<file path="src/rwt_pkg.sv">
// Package of the runaway timer: register map, field layout, codes.
// Assumes a 32-bit APB master and a 200 MHz system clock.
`default_nettype none

package rwt_pkg;

  // --------------------------------------------------------------
  // Register byte offsets
  // --------------------------------------------------------------
  localparam logic [11:0] MODE_OFS = 12'h000;
  localparam logic [11:0] CODE_OFS = 12'h004;
  localparam logic [11:0] STAT_OFS = 12'h008;
  localparam logic [11:0] MASK_OFS = 12'h00c;
  localparam logic [11:0] STATE_OFS = 12'h010;

  // --------------------------------------------------------------
  // Mode register fields
  // --------------------------------------------------------------
  localparam int ENABLE_POS = 7;
  localparam int TIME_LSB = 4;
  localparam int TIME_W = 3;
  localparam int IDLE_POS = 2;
  localparam int ACTION_POS = 1;
  localparam logic [7:0] MODE_RESET = 8'h82;
  localparam logic [7:0] MODE_WR_MASK = 8'hf7;

  // --------------------------------------------------------------
  // Codes, detection times, reset hold
  // --------------------------------------------------------------
  localparam logic [7:0] DISABLE_CODE = 8'hb1;
  localparam logic [7:0] CLEAR_CODE = 8'h4e;
  localparam int SHORT_SHIFT = 15;
  localparam int TIME_STEP = 2;
  localparam int TIME_CODES = 6;
  localparam int RESET_HOLD_STATES = 32;

  // --------------------------------------------------------------
  // Event status bits
  // --------------------------------------------------------------
  localparam int EVT_W = 2;
  localparam int EVT_EXPIRY = 0;
  localparam int EVT_BADCODE = 1;
  localparam logic [1:0] EVT_RESET = 2'h0;

endpackage

`default_nettype wire

</file>
<file path="src/rwt_sync2.sv">
// Two-stage synchroniser for level inputs.
// Assumes inputs may come from outside the clock domain.
`timescale 1ns/1ps
`default_nettype none

module rwt_sync2 #(
  parameter int W = 2
) (
  // Clock and reset
  input wire logic clock_i,
  input wire logic sys_rst_i,
  // Levels
  input wire logic [W-1:0] async_i,
  output logic [W-1:0] sync_o
);

  typedef struct packed {
    logic [W-1:0] s1;
    logic [W-1:0] s2;
  } rwt_sync_t;

  rwt_sync_t st_q;
  rwt_sync_t st_d;

  // First stage feeds only the second
  always_comb begin
    st_d.s1 = async_i;
    st_d.s2 = st_q.s1;
  end

  always_ff @(posedge clock_i or posedge sys_rst_i) begin
    if (sys_rst_i) begin
      st_q <= '0;
    end else begin
      st_q <= st_d;
    end
  end

  assign sync_o = st_q.s2;

endmodule // rwt_sync2

`default_nettype wire

</file>
<file path="src/rwt_rst_hold.sv">
// Stretches an expiry pulse into a reset held for a fixed count.
// Assumes start_i is a one-cycle pulse on clock_i.
`timescale 1ns/1ps
`default_nettype none

module rwt_rst_hold #(
  parameter int HOLD = rwt_pkg::RESET_HOLD_STATES
) (
  // Clock and reset
  input wire logic clock_i,
  input wire logic sys_rst_i,
  // Trigger and held level
  input wire logic start_i,
  output logic active_o
);

  typedef struct packed {
    logic act;
    logic [7:0] cnt;
  } rwt_hold_t;

  rwt_hold_t st_q;
  rwt_hold_t st_d;

  // Counts down HOLD cycles of active level
  always_comb begin
    st_d = st_q;
    if (start_i) begin
      st_d.act = 1'b1;
      st_d.cnt = 8'(HOLD - 1);
    end else if (st_q.act) begin
      if (st_q.cnt == 8'h00) begin
        st_d.act = 1'b0;
      end else begin
        st_d.cnt = st_q.cnt - 8'h01;
      end
    end
  end

  always_ff @(posedge clock_i or posedge sys_rst_i) begin
    if (sys_rst_i) begin
      st_q <= '0;
    end else begin
      st_q <= st_d;
    end
  end

  assign active_o = st_q.act;

endmodule // rwt_rst_hold

`default_nettype wire

</file>
<file path="src/rwt_timer.sv">
// Runaway timer top: APB registers, counter, expiry actions.
// Assumes idle and debug levels may be asynchronous to clock_i.
//
// The APB register port was chosen for this implementation.
`timescale 1ns/1ps
`default_nettype none

// Functional notes
// - Expiry raises timeout request or reset
// - Timeout request is non-maskable output
// - No external alarm pin provided
// - Mode bit 7 enables, resets to one
// - Disable needs enable cleared then code
// - Setting enable bit resumes counting
// - Bits 6-4 select detection time
// - Idle run bit controls idle counting
// - Action bit chooses interrupt or reset
// - Mode at 0x0, code entry at 0x4
// - Clear code restarts counter from zero
// - Counter runs immediately after reset
// - Reset held 32 states after overflow
// - Counter halts in debug mode
module rwt_timer #(
  parameter int SHORT_SHIFT = rwt_pkg::SHORT_SHIFT
) (
  // Clock and reset
  input wire logic clock_i,
  input wire logic sys_rst_i,
  // APB slave
  input wire logic psel_i,
  input wire logic penable_i,
  input wire logic pwrite_i,
  input wire logic [11:0] paddr_i,
  input wire logic [31:0] pwdata_i,
  output logic [31:0] prdata_o,
  output logic pready_o,
  output logic pslverr_o,
  // Processor state
  input wire logic idle_i,
  input wire logic debug_i,
  // Expiry outputs
  output logic timeout_irq_o,
  output logic expiry_reset_o,
  // Maskable event interrupt
  output logic irq_o
);

  // --------------------------------------------------------------
  // Types and state
  // --------------------------------------------------------------
  localparam int CNT_W = SHORT_SHIFT
    + rwt_pkg::TIME_STEP * (rwt_pkg::TIME_CODES - 1);

  typedef struct packed {
    logic [7:0] mode;
    logic disabled;
    logic [CNT_W-1:0] cnt;
    logic nmi;
    logic [rwt_pkg::EVT_W-1:0] stat;
    logic [rwt_pkg::EVT_W-1:0] mask;
    logic [31:0] rdata;
  } rwt_state_t;

  rwt_state_t st_q;
  rwt_state_t st_d;

  // Address match on the word index
  function automatic logic hit(input logic [11:0] a,
                               input logic [11:0] ofs);
    return a[11:2] == ofs[11:2];
  endfunction

  // Detection code to last count; reserved codes take the longest
  function automatic logic [CNT_W-1:0] last_of(
      input logic [rwt_pkg::TIME_W-1:0] code);
    int sel;
    int shift;
    sel = int'(code);
    if (sel >= rwt_pkg::TIME_CODES) begin
      sel = rwt_pkg::TIME_CODES - 1;
    end
    shift = SHORT_SHIFT + rwt_pkg::TIME_STEP * sel;
    return CNT_W'((64'h1 << shift) - 64'h1);
  endfunction

  // --------------------------------------------------------------
  // Input synchronisers and reset stretcher
  // --------------------------------------------------------------
  logic [1:0] proc_s;
  logic idle_s;
  logic debug_s;
  logic expire;
  logic hold_act;

  rwt_sync2 #(
    .W(2)
  ) u_sync (
    .clock_i(clock_i),
    .sys_rst_i(sys_rst_i),
    .async_i({debug_i, idle_i}),
    .sync_o(proc_s)
  );

  assign idle_s = proc_s[0];
  assign debug_s = proc_s[1];

  // Reset expiry action feeds the stretcher
  rwt_rst_hold #(
    .HOLD(rwt_pkg::RESET_HOLD_STATES)
  ) u_hold (
    .clock_i(clock_i),
    .sys_rst_i(sys_rst_i),
    .start_i(expire && st_q.mode[rwt_pkg::ACTION_POS]),
    .active_o(hold_act)
  );

  // --------------------------------------------------------------
  // Bus decode
  // --------------------------------------------------------------
  logic acc;
  logic wr;
  logic rd_setup;
  logic mapped;
  logic wr_mode;
  logic wr_code;
  logic wr_stat;
  logic wr_mask;
  logic [7:0] code;
  logic run;
  logic [CNT_W-1:0] last_cnt;
  logic [rwt_pkg::EVT_W-1:0] evt;
  logic [rwt_pkg::EVT_W-1:0] w1c;

  // Zero wait states: read data is latched in the setup cycle
  assign acc = psel_i && penable_i;
  assign wr = acc && pwrite_i;
  assign rd_setup = psel_i && !penable_i && !pwrite_i;
  assign mapped = hit(paddr_i, rwt_pkg::MODE_OFS)
    || hit(paddr_i, rwt_pkg::CODE_OFS)
    || hit(paddr_i, rwt_pkg::STAT_OFS)
    || hit(paddr_i, rwt_pkg::MASK_OFS)
    || hit(paddr_i, rwt_pkg::STATE_OFS);
  assign wr_mode = wr && hit(paddr_i, rwt_pkg::MODE_OFS);
  assign wr_code = wr && hit(paddr_i, rwt_pkg::CODE_OFS);
  assign wr_stat = wr && hit(paddr_i, rwt_pkg::STAT_OFS);
  assign wr_mask = wr && hit(paddr_i, rwt_pkg::MASK_OFS);
  assign code = pwdata_i[7:0];
  assign pready_o = 1'b1;
  assign pslverr_o = acc && !mapped;
  assign prdata_o = st_q.rdata;

  // --------------------------------------------------------------
  // Counter control
  // --------------------------------------------------------------
  // Counting stops while disabled, in debug, idle without the
  // idle run bit, and while the expiry reset is being held.
  assign run = !st_q.disabled
    && !debug_s
    && (!idle_s || st_q.mode[rwt_pkg::IDLE_POS])
    && !hold_act;

  assign last_cnt = last_of(
    st_q.mode[rwt_pkg::TIME_LSB +: rwt_pkg::TIME_W]);
  assign expire = run && (st_q.cnt == last_cnt);

  // Events for the maskable status register
  always_comb begin
    evt = '0;
    evt[rwt_pkg::EVT_EXPIRY] = expire;
    evt[rwt_pkg::EVT_BADCODE] = wr_code
      && (code != rwt_pkg::CLEAR_CODE)
      && !((code == rwt_pkg::DISABLE_CODE)
           && !st_q.mode[rwt_pkg::ENABLE_POS]);
    w1c = wr_stat ? pwdata_i[rwt_pkg::EVT_W-1:0] : '0;
  end

  // --------------------------------------------------------------
  // Next state
  // --------------------------------------------------------------
  always_comb begin
    st_d = st_q;

    // Mode register; bit 3 is held at zero
    if (wr_mode) begin
      st_d.mode = code & rwt_pkg::MODE_WR_MASK;
      if (code[rwt_pkg::ENABLE_POS]) begin
        st_d.disabled = 1'b0;
      end
    end

    // Binary counter with wrap at the detection limit
    if (expire) begin
      st_d.cnt = '0;
    end else if (run) begin
      st_d.cnt = st_q.cnt + CNT_W'(1);
    end

    // Code entry; other values fall through untouched
    if (wr_code && code == rwt_pkg::CLEAR_CODE) begin
      st_d.cnt = '0;
      st_d.nmi = 1'b0;
    end else if (wr_code && code == rwt_pkg::DISABLE_CODE
                 && !st_q.mode[rwt_pkg::ENABLE_POS]) begin
      st_d.disabled = 1'b1;
      st_d.cnt = '0;
    end

    // Timeout request; a new expiry beats a clear
    if (expire && !st_q.mode[rwt_pkg::ACTION_POS]) begin
      st_d.nmi = 1'b1;
    end

    // Sticky status, set wins over write-one-to-clear
    st_d.stat = (st_q.stat & ~w1c) | evt;
    if (wr_mask) begin
      st_d.mask = pwdata_i[rwt_pkg::EVT_W-1:0];
    end

    // Read data captured in the setup cycle
    if (rd_setup) begin
      st_d.rdata = 32'h0000_0000;
      if (hit(paddr_i, rwt_pkg::MODE_OFS)) begin
        st_d.rdata[7:0] = st_q.mode;
      end else if (hit(paddr_i, rwt_pkg::STAT_OFS)) begin
        st_d.rdata[rwt_pkg::EVT_W-1:0] = st_q.stat;
      end else if (hit(paddr_i, rwt_pkg::MASK_OFS)) begin
        st_d.rdata[rwt_pkg::EVT_W-1:0] = st_q.mask;
      end else if (hit(paddr_i, rwt_pkg::STATE_OFS)) begin
        st_d.rdata[0] = !st_q.disabled;
        st_d.rdata[1] = st_q.nmi;
        st_d.rdata[2] = hold_act;
      end
    end
  end

  // --------------------------------------------------------------
  // State register
  // --------------------------------------------------------------
  // Counter starts from zero and runs as soon as reset drops
  always_ff @(posedge clock_i or posedge sys_rst_i) begin
    if (sys_rst_i) begin
      st_q.mode <= rwt_pkg::MODE_RESET;
      st_q.disabled <= 1'b0;
      st_q.cnt <= '0;
      st_q.nmi <= 1'b0;
      st_q.stat <= rwt_pkg::EVT_RESET;
      st_q.mask <= rwt_pkg::EVT_RESET;
      st_q.rdata <= 32'h0000_0000;
    end else begin
      st_q <= st_d;
    end
  end

  // --------------------------------------------------------------
  // Outputs
  // --------------------------------------------------------------
  // Timeout request bypasses the mask: it is the non-maskable line.
  // There is deliberately no alarm pin on this variant.
  assign timeout_irq_o = st_q.nmi;
  assign expiry_reset_o = hold_act;
  assign irq_o = |(st_q.stat & st_q.mask);
endmodule // rwt_timer

`default_nettype wire

</file>
<file path="config.mk">
export PLATFORM = sky130hd
export DESIGN_NAME = rwt_timer
export DESIGN_NICKNAME = d
export VERILOG_FILES = /design/src/rwt_pkg.sv /design/src/rwt_sync2.sv /design/src/rwt_rst_hold.sv /design/src/rwt_timer.sv
export SDC_FILE = /design/constraint.sdc
export NUM_CORES = 1
export LEC_CHECK = 0
export BUFFER_PORTS_ARGS = -buffer_cell sky130_fd_sc_hd__buf_2
export CAP_MARGIN = 10
export CORE_ASPECT_RATIO = 0.8
export CORE_MARGIN = 2
export CORE_UTILIZATION = 45
export CTS_BUF_LIST = sky130_fd_sc_hd__clkbuf_16
export CTS_CLUSTER_SIZE = 28
export DETAILED_ROUTE_END_ITERATION = 7
export PLACE_DENSITY = 0.79
export SLEW_MARGIN = 20
export SYNTH_ARGS = -nofsm -noshare
export SYNTH_HDL_FRONTEND = slang
export SYNTH_HIERARCHICAL = 1
export SYNTH_SLANG_ARGS = --single-unit
</file>
<file path="constraint.sdc">
create_clock -name clock_i -period 5.9 [get_ports clock_i]
set_clock_uncertainty 0.1 [all_clocks]
set_input_delay 0.885 -clock clock_i [delete_from_list [all_inputs] [get_ports clock_i]]
set_output_delay 0.885 -clock clock_i [all_outputs]
set_load 0.005 [all_outputs]
</file>
==> flow_summary.yaml <==
routing:
  drt_iter0_drc: 171
  via_per_inst: 5.603
  routedWlPerCell_um: 14.88
  post-route-drc-count: 0
  first_pass_iters: 5
  ant_nets: 0
  dr_total_vias: 2835
  postRouteWirelength_mm: 7.529
finish:
  finalNetCount: 450
  fillers: 673
  register_area_mm2: 0.001454
  final_area_mm2: 0.003908
  antennaDiodeCount: 0
  layout-drive-gt1-share_pct: 20.70
  multi_input_comb_area_mm2: 0.001774
  area_delta_synth_final_pct: 12.06
yosys:
  yosys-top-cells-area: "dfrtp_1 40%, buf_4 7.1%, nor2_1 3.6%"
  syn_area_per_cell_um2: 9.502
  yosysSeqAreaShare_pct: 41.69
  synth_top_area_cell: "dfrtp_1"
  synth-seq-cells: 58
  synth_warnings: 6
  yosysTopAreaCellShare_pct: 40.19
  syn-cell-area_mm2: 0.003487
  synth_cells: 367
  ys.flop_type: "dfrtp_1"
  yosysMostFrequentCell: "dfrtp_1"
  synthTopCellsByCount: "56 x dfrtp_1, 33 x buf_4, 33 x nor2_1, 22 x o21ai_0, 19 x nand2_1"
  async_reset_ff_share_pct: 100.0
  ys_types: 59
  synth_edf_count: 0
sta:
  setup_tns_ns: 0
  grt_setup_unrepaired: "no"
  finalCritPeriodShare_pct: 51.67
  drv_slew: 0
  setup_violations: 0
  relSlewSlack_pct: 32.12
  max_freq_ghz: 0.3280
  post-route-min-period_ns: 3.048
  worst_slew_pin_slew_ns: 1.009
  hold_violations: 0
power_and_ir_drop:
  power.total_uw: 1028
  peakVddDrop_uv: 140.5
  netSwitchingFraction_pct: 25.05
  p_leak_uw: 0.001795
  pwr-share-clk_pct: 49.6
  p_switching_uw: 257.7
  power_density_mw_per_mm2: 263.2
  combPwrFrac_pct: 7.9
  internal_power_uw: 770.8
  power.sequential.fraction_pct: 42.5
global_route:
  antenna_found_initial: 0
  grt_max_degree: 46
  grt_pass1_wl_mm: 12.35
  grt_usage_pct: 18.83
  grt_pass1_vias: 2638
  grt_overflow_total: 0
critical_path:
  r2r_slack_ns: 2.85
  path_buf_inv: 1
  reg2reg_to: "u_hold/st_q[5]$_DFFE_PP0P_"
  cp_top_family: "simple AND/OR/NAND/NOR gates"
  worstPathCellList: "or3b_2 > a21oi_1 > o2111ai_2 > or2_2 > nor2_1 > inv_1 > o311a_1 > a31o_1"
  end_kind: "flop"
  r2r_start: "st_q[69]$_DFFE_PP0P_"
  cp_slowest_stage_delay_ns: 0.55
  path_class: "reg2reg"
  start_kind: "flop"
  worst-path-max-fanout: 13
  cp.required_ns: 6.01
  crit_slowest_cell: "dfrtp_1"
  cp.arrival_ns: 3.16
  worstRegToRegCells: 8
cts:
  clk_path_buf_depth: 2
  cts_root_buf: "clkbuf_16"
  tritoncts: "done"
  postCtsSetupBuffers: 0
  htree_levels: 3
  clock-sinks: 58
  cts_resized: 0
  clock_latency_ns: 0.33
  cts_hold_buf: 0
  cts_buffers: 9
  clk_pin_slew_ns: 0.05
die:
  start_util_pct: 46.73
  io_pins: 88
  num_rows: 28
  die_y_um: 82.74
  die_w_um: 102.4
  core-area_mm2: 0.007462
  dieArea_mm2: 0.008474
placed_design:
  finalWeightedCongestion: 0.8242
  port_buffers: 35
  place_area_mm2: 0.003613
  hpwl_mm: 5.236
min_path:
  worstHoldStart: "u_sync/st_d[0]$_DFF_PP0_"
  whs_endpoint: "u_sync/sync_o[0]$_DFF_PP0_"
  hold_path_depth: 0
  min_path_type: "reg2reg"
outcome:
  status: "finished, final reports clean"
run:
  maxCapViolCount: 0
[state kept, by name (all words and copies together), names as in the netlist]
signal           flops
u_hold/active_o      1
u_sync/st_d          2
prdata_o             7
u_sync/sync_o        2
timeout_irq_o        1
u_hold/st_q          8
st_q                37
[power groups by stage]
| stage | sequential (uW) | clock, uW | combinational, uW |
|---|---|---|---|
| after global placement | 440 | 0 | 76.5 |
| after detailed placement | 442 | 0 | 78.8 |
| final | 437 | 510 | 81.0 |
| after global routing | 438 | 539 | 91.6 |
| after floorplan | 436 | 0 | 68.3 |
| after CTS | 436 | 519 | 81.2 |
[kinds of logic (layout without fill, tap and decap cells)]
logic type	count (synthesis)	after routing	synth area share [%]
compound gates	84	84	17.40
xor+xnor	12	12	3.014
other cells	2	26	0.2154
fa+ha+maj	3	3	1.077
simple gates	136	136	22.25
flops	58	58	41.69
mux	14	14	4.342
buf+inv	58	68	10.01
[area by class of cell]
| cell class | count | share of cell area, % |
|---|---|---|
| Tap cell | 105 | 3.362 |
| Inverter | 13 | 1.249 |
| Clock buffer | 9 | 5.764 |
| Multi-Input combinational cell | 275 | 45.40 |
| Sequential cell | 58 | 37.21 |
| Timing Repair Buffer | 39 | 5.251 |
| Clock inverter | 7 | 1.761 |
[through the flow]
stage | utilization [%] | hold WS (ns) | cells | setup slack, ns
final | 52.36 | 0.2533 | 506 | 2.852
after CTS | 52.36 | 0.2536 | 506 | 2.844
after detailed placement | 48.42 | 0.2419 | 490 | 2.852
after global routing | 52.36 | 0.2540 | 506 | 2.597
after global placement | 48.42 | 0.2374 | 490 | 2.887
after floorplan | - | 0.2312 | 391 | 3.359
[layer usage]
layer	global-route usage, %	share of wire [%]	up-vias
met3	6.229	7.5	16
met4	6.667	1.8	0
met2	29.15	47	113
li1	-	-	1345
met5	0	0	-
met1	24.76	43	1361
[cells in the final DEF (no fill, tap or decap), types with 3 or more instances in the layout]
master and count:
a211o_1 3, a21oi_1 16, a22o_1 9, and2_1 3, and3_1 6, and4_1 3
buf_2 35, buf_4 4, clkbuf_16 9, clkinv_2 3, conb_1 26, dfrtp_1 56
ha_1 3, inv_1 12, mux2_2 9, mux2i_1 5, nand2_1 19, nand3_1 11
nand4_1 8, nand4b_1 3, nor2_1 33, nor2b_1 7, nor3_1 7, o2111ai_1 5
o211ai_1 8, o21ai_0 22, o31ai_1 4, or2_2 4, or3_1 8, or3b_2 3
or4_1 3, xor2_1 12
[how the worst max path moves through the flow]
stage,startpoint,end,depth (start not counted)
2_1_floorplan,paddr_i[4],st_q[41]$_DFFE_PP0P_,7
3_3_place_gp,st_q[68]$_DFFE_PP0P_,u_hold/st_q[5]$_DFFE_PP0P_,8
3_5_place_dp,st_q[68]$_DFFE_PP0P_,u_hold/st_q[5]$_DFFE_PP0P_,8
4_1_cts,st_q[68]$_DFFE_PP0P_,u_hold/st_q[5]$_DFFE_PP0P_,8
5_1_grt,st_q[69]$_DFFE_PP0P_,u_hold/st_q[5]$_DFFE_PP0P_,8
6_report,st_q[69]$_DFFE_PP0P_,u_hold/st_q[5]$_DFFE_PP0P_,8
[worst register-to-register path, cell delays in order, from the launching register on]
cell and delay, ns:
dfrtp_1 0.55, or3b_2 0.48, a21oi_1 0.19, o2111ai_2 0.19, or2_2 0.36, nor2_1 0.55
inv_1 0.19, o311a_1 0.15, a31o_1 0.18
Power figures use the tool's default switching activity.
